**src/verilog/lds_pkg.sv**
```systemverilog
// lds_pkg: constants and types for the limit dac value selector.
// assumes one 10 mhz clock; settings reach the block as decoded commands.

`default_nettype none

package lds_pkg;

    // ------------------------------------------------------------------
    // widths and codes
    // ------------------------------------------------------------------
    localparam int         LDS_DAC_W    = 8;       // limit dac code width
    localparam int         LDS_CTRL_W   = 4;       // off-state control width
    localparam logic [7:0] LDS_DAC_MAX  = 8'hff;   // full scale dac code
    localparam logic [7:0] LDS_DAC_ZERO = 8'h00;   // zero dac code

    // ------------------------------------------------------------------
    // values after reset and after security initialise
    // ------------------------------------------------------------------
    localparam logic [3:0] LDS_CTRL_RST  = 4'h0;   // off-state control
    localparam logic [7:0] LDS_ILIM_RST  = 8'h80;  // current limit codes, 128
    localparam logic [7:0] LDS_VLIM_RST  = 8'h00;  // voltage limit codes
    localparam logic [7:0] LDS_PROT_RST  = 8'h00;  // protection config bytes

    // ------------------------------------------------------------------
    // field positions
    // ------------------------------------------------------------------
    localparam int LDS_CTRL_V_MAX_BIT = 0;  // voltage limit max, voltage mode
    localparam int LDS_CTRL_I_MAX_BIT = 1;  // current limit max, current mode
    localparam int LDS_CTRL_V_OFF_BIT = 2;  // voltage limit from off code
    localparam int LDS_CTRL_I_OFF_BIT = 3;  // current limit from off code
    localparam int LDS_PROT_FIX_BIT   = 7;  // fixed limit while output on

    // ------------------------------------------------------------------
    // channel indices of the selector loop
    // ------------------------------------------------------------------
    localparam int LDS_CH_V = 0;
    localparam int LDS_CH_I = 1;

    // ------------------------------------------------------------------
    // register select codes of the command port
    // ------------------------------------------------------------------
    typedef enum logic [2:0] {
        LDS_SEL_OFF_STATE_LIMIT_CONTROL   = 3'h0,
        LDS_SEL_OFF_CURRENT_LIMIT_CODE    = 3'h1,
        LDS_SEL_OFF_VOLTAGE_LIMIT_CODE    = 3'h2,
        LDS_SEL_ON_CURRENT_LIMIT_CODE     = 3'h3,
        LDS_SEL_ON_VOLTAGE_LIMIT_CODE     = 3'h4,
        LDS_SEL_CURRENT_PROTECTION_CONFIG = 3'h5,
        LDS_SEL_VOLTAGE_PROTECTION_CONFIG = 3'h6
    } lds_sel_t;

    // ------------------------------------------------------------------
    // configuration image, also the persistent storage word
    // ------------------------------------------------------------------
    typedef struct packed {
        logic [3:0] off_state_limit_control;
        logic [7:0] off_current_limit_code;
        logic [7:0] off_voltage_limit_code;
        logic [7:0] on_current_limit_code;
        logic [7:0] on_voltage_limit_code;
        logic [7:0] current_protection_config;
        logic [7:0] voltage_protection_config;
    } lds_cfg_t;

    localparam lds_cfg_t LDS_CFG_RST = '{
        off_state_limit_control   : LDS_CTRL_RST,
        off_current_limit_code    : LDS_ILIM_RST,
        off_voltage_limit_code    : LDS_VLIM_RST,
        on_current_limit_code     : LDS_ILIM_RST,
        on_voltage_limit_code     : LDS_VLIM_RST,
        current_protection_config : LDS_PROT_RST,
        voltage_protection_config : LDS_PROT_RST
    };

endpackage : lds_pkg

`default_nettype wire

```
**src/verilog/lds_channel_sel.sv**
```systemverilog
// lds_channel_sel: picks the dac code of one limit channel.
// assumes stable levels: settings from the main block's flip-flops, on state, mode and setpoints from its ports.

`timescale 1ns/1ps
`default_nettype none

module lds_channel_sel
    import lds_pkg::*;
#(
    parameter int W = LDS_DAC_W
) (
    // operating state
    input  wire logic         out_on,
    input  wire logic         own_mode,
    // off-state overrides
    input  wire logic         max_en,
    input  wire logic         off_en,
    input  wire logic [W-1:0] off_code,
    // on-state override
    input  wire logic         fix_en,
    input  wire logic [W-1:0] on_code,
    // normal setpoint
    input  wire logic [W-1:0] setpoint,
    // chosen code
    output logic      [W-1:0] code
);

    // ------------------------------------------------------------------
    // parameter check
    // ------------------------------------------------------------------
    if (W != LDS_DAC_W) begin : g_bad_w
        $error("lds_channel_sel: width must match the limit dac");
    end

    // ------------------------------------------------------------------
    // selection
    // ------------------------------------------------------------------
    // off: max beats the stored code, nothing selected gives zero;
    // on: fixed code in the other mode, else the normal setpoint
    always_comb begin
        code = W'(LDS_DAC_ZERO);
        if (!out_on) begin
            if (max_en && own_mode) begin
                code = W'(LDS_DAC_MAX);
            end else if (off_en && !own_mode) begin
                code = off_code;
            end
        end else if (fix_en && !own_mode) begin
            code = on_code;
        end else begin
            code = setpoint;
        end
    end

endmodule : lds_channel_sel

`default_nettype wire

```
**src/verilog/lds_top.sv**
```systemverilog
// lds_top: limit dac value selector of a programmable supply.
// assumes decoded commands and queries arrive on a simple strobe port
// synchronous to sys_clk, and that persistent storage lives outside.
//
// Contract
// - Off-state nibble zero: both limit dacs get zero while output is off.
// - Nibble bit 0: voltage limit to maximum in voltage mode, output off.
// - Nibble bit 1: current limit to maximum in current mode, output off.
// - Nibble bit 2: voltage limit uses stored off-state code, output off.
// - Nibble bit 3: current limit uses stored off-state code, output off.
// - Maximum and stored-code bits both set: the maximum code wins.
// - Off-state control is four bits, written and read as one hex digit.
// - Security initialise clears the nibble to zero, its default.
// - Off current code only when off, voltage mode, its bit set.
// - Off voltage code only when off, current mode, its bit set.
// - On current code when on, voltage mode, current config bit 7 set.
// - On voltage code when on, current mode, voltage config bit 7 set.
// - Off and on current limit codes default to 128.
// - Off and on voltage limit codes default to zero.
// - A query returns the stored byte as programmed.
// - Save commits the configuration for later power-up cycles.
// - Current config bit 7 fixes the current limit while output on.
// - Voltage config bit 7 fixes the voltage limit while output on.

`timescale 1ns/1ps
`default_nettype none

module lds_top
    import lds_pkg::*;
(
    // clock and reset
    input  wire logic                 sys_clk,
    input  wire logic                 arst_n,
    // supply operating state
    input  wire logic                 output_on,
    input  wire logic                 current_mode,
    input  wire logic [LDS_DAC_W-1:0] vlim_setpoint,
    input  wire logic [LDS_DAC_W-1:0] ilim_setpoint,
    // setting commands and queries
    input  wire logic                 cmd_valid,
    input  wire logic                 cmd_write,
    input  wire logic [2:0]           cmd_sel,
    input  wire logic [7:0]           cmd_wdata,
    output logic                      resp_valid,
    output logic      [7:0]           resp_data,
    output logic                      resp_err,
    // system commands
    input  wire logic                 security_initialise_command,
    input  wire logic                 save_variables_command,
    // persistent storage
    output logic                      nv_save_stb,
    output lds_cfg_t                  nv_save_data,
    input  wire logic                 nv_load_stb,
    input  wire lds_cfg_t             nv_load_data,
    // limit dac codes
    output logic      [LDS_DAC_W-1:0] vlim_dac_code,
    output logic      [LDS_DAC_W-1:0] ilim_dac_code
);

    // ------------------------------------------------------------------
    // state
    // ------------------------------------------------------------------
    typedef struct packed {
        lds_cfg_t             cfg;
        logic [LDS_DAC_W-1:0] vdac;
        logic [LDS_DAC_W-1:0] idac;
        logic                 resp_valid;
        logic [7:0]           resp_data;
        logic                 resp_err;
        logic                 save_stb;
        lds_cfg_t             save_data;
    } lds_state_t;

    localparam lds_state_t ST_RST = '{
        cfg        : LDS_CFG_RST,
        vdac       : LDS_DAC_ZERO,
        idac       : LDS_DAC_ZERO,
        resp_valid : 1'b0,
        resp_data  : 8'h00,
        resp_err   : 1'b0,
        save_stb   : 1'b0,
        save_data  : LDS_CFG_RST
    };

    lds_state_t st_q;
    lds_state_t st_d;

    // ------------------------------------------------------------------
    // per-channel selector inputs
    // ------------------------------------------------------------------
    logic [1:0]                own_mode;
    logic [1:0]                max_en;
    logic [1:0]                off_en;
    logic [1:0]                fix_en;
    logic [1:0][LDS_DAC_W-1:0] off_code;
    logic [1:0][LDS_DAC_W-1:0] on_code;
    logic [1:0][LDS_DAC_W-1:0] setpoint;
    logic [1:0][LDS_DAC_W-1:0] code;

    // voltage channel: own mode is voltage mode
    always_comb begin
        own_mode[LDS_CH_V] = !current_mode;
        own_mode[LDS_CH_I] = current_mode;
    end

    // off-state enables come from the control nibble
    always_comb begin
        max_en[LDS_CH_V] =
            st_q.cfg.off_state_limit_control[LDS_CTRL_V_MAX_BIT];
        max_en[LDS_CH_I] =
            st_q.cfg.off_state_limit_control[LDS_CTRL_I_MAX_BIT];
        off_en[LDS_CH_V] =
            st_q.cfg.off_state_limit_control[LDS_CTRL_V_OFF_BIT];
        off_en[LDS_CH_I] =
            st_q.cfg.off_state_limit_control[LDS_CTRL_I_OFF_BIT];
    end

    // on-state fixed limits come from bit 7 of each protection byte
    always_comb begin
        fix_en[LDS_CH_V] =
            st_q.cfg.voltage_protection_config[LDS_PROT_FIX_BIT];
        fix_en[LDS_CH_I] =
            st_q.cfg.current_protection_config[LDS_PROT_FIX_BIT];
    end

    // stored codes and normal setpoints per channel
    always_comb begin
        off_code[LDS_CH_V] = st_q.cfg.off_voltage_limit_code;
        off_code[LDS_CH_I] = st_q.cfg.off_current_limit_code;
        on_code[LDS_CH_V]  = st_q.cfg.on_voltage_limit_code;
        on_code[LDS_CH_I]  = st_q.cfg.on_current_limit_code;
        setpoint[LDS_CH_V] = vlim_setpoint;
        setpoint[LDS_CH_I] = ilim_setpoint;
    end

    // ------------------------------------------------------------------
    // selectors, one per limit channel
    // ------------------------------------------------------------------
    for (genvar ch = 0; ch < 2; ch++) begin : g_ch
        lds_channel_sel #(
            .W        (LDS_DAC_W)
        ) u_sel (
            .out_on   (output_on),
            .own_mode (own_mode[ch]),
            .max_en   (max_en[ch]),
            .off_en   (off_en[ch]),
            .off_code (off_code[ch]),
            .fix_en   (fix_en[ch]),
            .on_code  (on_code[ch]),
            .setpoint (setpoint[ch]),
            .code     (code[ch])
        );
    end

    // ------------------------------------------------------------------
    // query read mux
    // ------------------------------------------------------------------
    logic [7:0] rd_data;
    logic       rd_hit;

    // stored bytes read back exactly as programmed; nibble zero-extended
    always_comb begin
        rd_hit  = 1'b1;
        rd_data = 8'h00;
        case (cmd_sel)
            LDS_SEL_OFF_STATE_LIMIT_CONTROL: begin
                rd_data = {4'h0, st_q.cfg.off_state_limit_control};
            end
            LDS_SEL_OFF_CURRENT_LIMIT_CODE: begin
                rd_data = st_q.cfg.off_current_limit_code;
            end
            LDS_SEL_OFF_VOLTAGE_LIMIT_CODE: begin
                rd_data = st_q.cfg.off_voltage_limit_code;
            end
            LDS_SEL_ON_CURRENT_LIMIT_CODE: begin
                rd_data = st_q.cfg.on_current_limit_code;
            end
            LDS_SEL_ON_VOLTAGE_LIMIT_CODE: begin
                rd_data = st_q.cfg.on_voltage_limit_code;
            end
            LDS_SEL_CURRENT_PROTECTION_CONFIG: begin
                rd_data = st_q.cfg.current_protection_config;
            end
            LDS_SEL_VOLTAGE_PROTECTION_CONFIG: begin
                rd_data = st_q.cfg.voltage_protection_config;
            end
            default: begin
                rd_hit  = 1'b0;
            end
        endcase
    end

    // ------------------------------------------------------------------
    // next state
    // ------------------------------------------------------------------
    // priority: security initialise, then storage load, then a write
    always_comb begin
        st_d = st_q;

        // dac codes are registered from the selectors every cycle
        st_d.vdac = code[LDS_CH_V];
        st_d.idac = code[LDS_CH_I];

        // one-cycle strobes fall back unless raised below
        st_d.resp_valid = 1'b0;
        st_d.resp_err   = 1'b0;
        st_d.save_stb   = 1'b0;

        // command writes store into the configuration
        if (cmd_valid && cmd_write) begin
            case (cmd_sel)
                LDS_SEL_OFF_STATE_LIMIT_CONTROL: begin
                    st_d.cfg.off_state_limit_control =
                        cmd_wdata[LDS_CTRL_W-1:0];
                end
                LDS_SEL_OFF_CURRENT_LIMIT_CODE: begin
                    st_d.cfg.off_current_limit_code = cmd_wdata;
                end
                LDS_SEL_OFF_VOLTAGE_LIMIT_CODE: begin
                    st_d.cfg.off_voltage_limit_code = cmd_wdata;
                end
                LDS_SEL_ON_CURRENT_LIMIT_CODE: begin
                    st_d.cfg.on_current_limit_code = cmd_wdata;
                end
                LDS_SEL_ON_VOLTAGE_LIMIT_CODE: begin
                    st_d.cfg.on_voltage_limit_code = cmd_wdata;
                end
                LDS_SEL_CURRENT_PROTECTION_CONFIG: begin
                    st_d.cfg.current_protection_config = cmd_wdata;
                end
                LDS_SEL_VOLTAGE_PROTECTION_CONFIG: begin
                    st_d.cfg.voltage_protection_config = cmd_wdata;
                end
                default: begin
                    st_d.cfg = st_q.cfg;  // unmapped write ignored
                end
            endcase
        end

        // every command answers next cycle; queries carry the data
        if (cmd_valid) begin
            st_d.resp_valid = 1'b1;
            st_d.resp_err   = !rd_hit;
            st_d.resp_data  = cmd_write ? 8'h00 : rd_data;
        end

        // restore from persistent storage after power-up
        if (nv_load_stb) begin
            st_d.cfg = nv_load_data;
        end

        // security initialise returns every setting to its default
        if (security_initialise_command) begin
            st_d.cfg = LDS_CFG_RST;
        end

        // save commits the settings now in force, after this cycle's
        // changes, so a same-cycle write is part of the saved image
        if (save_variables_command) begin
            st_d.save_stb  = 1'b1;
            st_d.save_data = st_d.cfg;
        end
    end

    // ------------------------------------------------------------------
    // state register
    // ------------------------------------------------------------------
    // defaults hold 128 for current codes and zero for voltage codes
    always_ff @(posedge sys_clk or negedge arst_n) begin
        if (!arst_n) begin
            st_q <= ST_RST;
        end else begin
            st_q <= st_d;
        end
    end

    // ------------------------------------------------------------------
    // outputs
    // ------------------------------------------------------------------
    always_comb begin
        vlim_dac_code = st_q.vdac;
        ilim_dac_code = st_q.idac;
        resp_valid    = st_q.resp_valid;
        resp_data     = st_q.resp_data;
        resp_err      = st_q.resp_err;
        nv_save_stb   = st_q.save_stb;
        nv_save_data  = st_q.save_data;
    end

endmodule : lds_top

`default_nettype wire
```
**config.mk**
```make
export PLATFORM = sky130hd
export DESIGN_NAME = lds_top
export DESIGN_NICKNAME = d
export VERILOG_FILES = /design/src/verilog/lds_pkg.sv /design/src/verilog/lds_channel_sel.sv /design/src/verilog/lds_top.sv
export SDC_FILE = /design/constraint.sdc
export NUM_CORES = 1
export LEC_CHECK = 0
export BUFFER_PORTS_ARGS = -buffer_cell sky130_fd_sc_hd__clkbuf_2
export CAP_MARGIN = 20
export CORE_MARGIN = 5
export CORE_UTILIZATION = 59
export CTS_BUF_LIST = sky130_fd_sc_hd__clkbuf_8 sky130_fd_sc_hd__clkbuf_16
export CTS_CLUSTER_DIAMETER = 60
export CTS_CLUSTER_SIZE = 10
export DETAILED_ROUTE_END_ITERATION = 8
export GPL_TIMING_DRIVEN = 0
export HOLD_SLACK_MARGIN = 0.08
export PLACE_DENSITY = 0.94
export SLEW_MARGIN = 20
export SYNTH_ARGS = -nofsm -noshare
export SYNTH_HDL_FRONTEND = slang
export SYNTH_SLANG_ARGS = --single-unit
```
**constraint.sdc**
```tcl
create_clock -name sys_clk -period 3.25 [get_ports sys_clk]
set_input_delay 0.1625 -clock sys_clk [delete_from_list [all_inputs] [get_ports sys_clk]]
set_output_delay 0.1625 -clock sys_clk [all_outputs]
set_load 0.01 [all_outputs]
```
==> flow_metrics.py <==
metrics = {
    "timing": {
        "max_freq_ghz": 0.484,
        "fin_skew_ps": 7.09,
        "fin_crit_ps": 2070,
        "hold_viol_final": 0,
        "period_share_pct": 63.6,
        "rsz0062_at_grt": "no",
        "tns_ps": 0,
        "worst_pin_slew_ps": 789,
        "slew_violations": 0,
        "max_slew_margin_pct": 47.4,
        "setup_viol": 0,
        "hold_slack_ps": 85.1,
    },
    "pwr": {
        "seqPwrFrac_pct": 38.8,
        "switching_power_mw": 1.35,
        "switching_share_pct": 27.7,
        "pwr-share-comb_pct": 19.6,
        "clkPwrFrac_pct": 41.5,
        "leakage_nw": 4.75,
        "power.total_mw": 4.86,
        "p_per_area_nw_per_um2": 500,
        "ir_drop_v": 0.000398,
        "p_int_mw": 3.51,
    },
    "clocking": {
        "holdBufCountCts": 61,
        "clk_pin_slew_ps": 60,
        "cts_tree": "done",
        "htree_levels": 4,
        "insertion_delay_ps": 420,
        "cts_root_buffer": "clkbuf_16",
        "cts_resized": 0,
        "clock_path_buffers": 2,
        "cts_sinks": 131,
        "cts_made_buffers": 17,
        "cts_setup_buffers": 0,
    },
    "placement": {
        "placed_area_sq_um": 8490,
        "routabilityCongestion": 1.02,
        "port_buffers": 164,
        "hpwl_um": 16600,
    },
    "drt": {
        "first_iter_violations": 941,
        "wire_per_inst_um": 22.8,
        "vias_per_cell": 6.08,
        "vias": 6751,
        "ant_nets": 0,
        "drc": 0,
        "wirelength_um": 25300,
        "drt-pass1-iter-count": 6,
    },
    "job": {
        "drv_cap": 0,
    },
    "critical_path": {
        "crit_type": "input port to register",
        "reg2reg_slack_ps": 1830,
        "crit_end": "nv_save_data[50]",
        "crit_path_max_fanout": 10,
        "worstPathCellList": "dlygate4sd3_1 -> clkbuf_2 -> clkbuf_1 -> clkbuf_1 -> mux2_2",
        "crit_path_end_kind": "register",
        "path_buf_inv": 4,
        "cp.arrival_ps": 2360,
        "reg2reg_depth": 4,
        "cp-start-kind": "input port",
        "slowest_delay_ps": 600,
        "path_common_cell": "clkbuf_1",
        "cp-startpoint": "save_variables_command",
        "crit_cells": 5,
        "critical_path_required_ps": 3550,
        "r2r-start": "on_code[3]",
        "crit_family": "buffers and inverters",
        "slowest_stage": "clkbuf_1",
        "rr_endpoint": "resp_data[3]",
    },
    "floorplanning": {
        "rows": 41,
        "core_sq_um": 12500,
        "chipHeight_um": 122,
        "io_pins": 167,
        "floorplan.initialDensity_pct": 59.5,
        "dieArea_sq_um": 14900,
        "die_x_um": 122,
    },
    "global_route": {
        "grt_first_pass_wirelength_um": 39100,
        "grt_pass1_vias": 7065,
        "grt_max_degree": 82,
        "antenna_found_initial": 1,
        "gr-usage-all-layers_pct": 34.7,
        "overflow": 0,
    },
    "synth": {
        "synth_seq_cells": 131,
        "synth.area.top_cells": "dfrtp_1 43%, a221oi_2 8.7%, buf_4 8.1%",
        "syn-cell-area_sq_um": 7420,
        "yosysWarnings": 0,
        "netlist_instances": 679,
        "synthesis.nets": 767,
        "netlist-cell-type-count": 54,
        "synth_flop_cell": "dfrtp_1",
        "synth_top_area_share_pct": 42.8,
        "ys_seq_area_share_pct": 44.3,
        "synth_top_area_cell": "dfrtp_1",
        "async_flop_share_pct": 100,
        "synth.avg_cell_area_sq_um": 10.9,
        "synth-edff-count": 0,
    },
    "worst_hold_path": {
        "hold_path.class": "input port to register",
    },
    "cells_and_area": {
        "area_delta_synth_final_pct": 31.0,
        "nNetsFinal": 1012,
        "fin_area_sq_um": 9720,
        "layout-drive-gt1-share_pct": 43.8,
    },
    "outcome": {
        "status": "completed",
    },
}
## placed cells by master, fill, tap and decap left out, types with 12 or more instances in the layout
cell	n
a221oi_2	43
clkbuf_16	17
buf_4	80
a211oi_1	17
clkbuf_1	20
inv_1	55
buf_2	19
a21oi_1	57
mux2i_1	25
mux2_2	44
nor2b_1	12
o21ai_0	46
clkbuf_2	166
dfrtp_1	127
dlygate4sd3_1	61
## metrics by stage
step,instances,utilization (%),setup slack (ps)
4_1_cts,1109,77.9,1310
3_3_place_gp,1015,67.8,82.6
2_1_floorplan,679,-,1880
5_1_grt,1110,78.0,1100
3_5_place_dp,1016,68.1,1440
6_report,1110,78.0,1180
## synth_stat cells (3+ instances only)
library cell,n
dfrtp_1,127
buf_4,80
a21oi_1,57
inv_1,53
dfstp_2,4
clkbuf_1,20
nor3_1,7
and2_1,6
o211ai_1,4
o32ai_1,4
clkbuf_2,3
a21oi_2,6
o21ai_0,46
buf_1,4
mux2i_1,25
buf_6,7
nor2_1,9
and4b_1,7
mux2_1,4
nor2b_1,12
a22o_1,3
o21ai_1,7
and4_1,7
a32o_1,3
a211oi_1,17
buf_2,19
a221oi_2,43
mux2_2,44
nand2_1,5
nand2b_1,4
a221oi_1,9
## routing by layer
metal  global-route usage [%]  share of wire [%]  up-vias
li1                         -                  -     2889
met1                     42.8                 35     3164
met2                     56.6                 47      570
met3                     8.59                 12      128
met4                     18.4                5.4        0
met5                        0                  0        -
## sequential cells by signal, summed over array words and instances, names as in the netlist, 2 cells and up
signal         count
fix_en             2
max_en             2
resp_data          8
nv_save_data      52
vlim_dac_code      8
off_en             2
st_q              14
off_code          16
on_code           16
ilim_dac_code      8
## power by group through the flow
| stage | clock network (mW) | logic (mW) | registers [mW] |
|---|---|---|---|
| floorplan | 0 | 0.567 | 1.85 |
| global placement | 0 | 0.828 | 1.90 |
| detailed placement | 0 | 0.855 | 1.90 |
| CTS | 2.00 | 0.924 | 1.87 |
| global route | 2.07 | 1.02 | 1.89 |
| finish | 2.02 | 0.955 | 1.89 |
## cells by family after synthesis
logic type             share of synthesized area, %
flip-flops                                     44.3
buffers and inverters                          14.8
AO/OA/AOI/OAI                                  23.3
multiplexers                                   11.3
AND/OR/NAND/NOR                                6.39
## worst register-to-register path, delay by kind of cell, from the launching register on
family          cells  cell delay [ps]
simple gates        1              180
compound gates      3              660
flops               1              460
## worst min path at each step
stage / slack (ps) / from / endpoint / depth (start not counted)
after floorplan: -130 / arst_n / fix_en[0] / 0
after global placement: 300 / cmd_valid / resp_valid / 1
after detailed placement: 130 / arst_n / nv_save_data[13] / 1
after CTS: 80 / ilim_setpoint[2] / ilim_dac_code[2] / 3
after global routing: 110 / vlim_setpoint[0] / vlim_dac_code[0] / 3
final: 90 / vlim_setpoint[7] / vlim_dac_code[7] / 3
## layout make-up
cell class / instances / area (sq um)
diodes: 1 / 2.50
well taps: 172 / 215
fillers: 720 / 2750
repair buffers: 226 / 1470
flip-flops and latches: 131 / 3280
plain buffers: 134 / 895
clock inverters: 11 / 134
inverters: 54 / 203
multi-input cells: 360 / 3040
clock buffers: 21 / 480
Power figures use the tool's default switching activity.
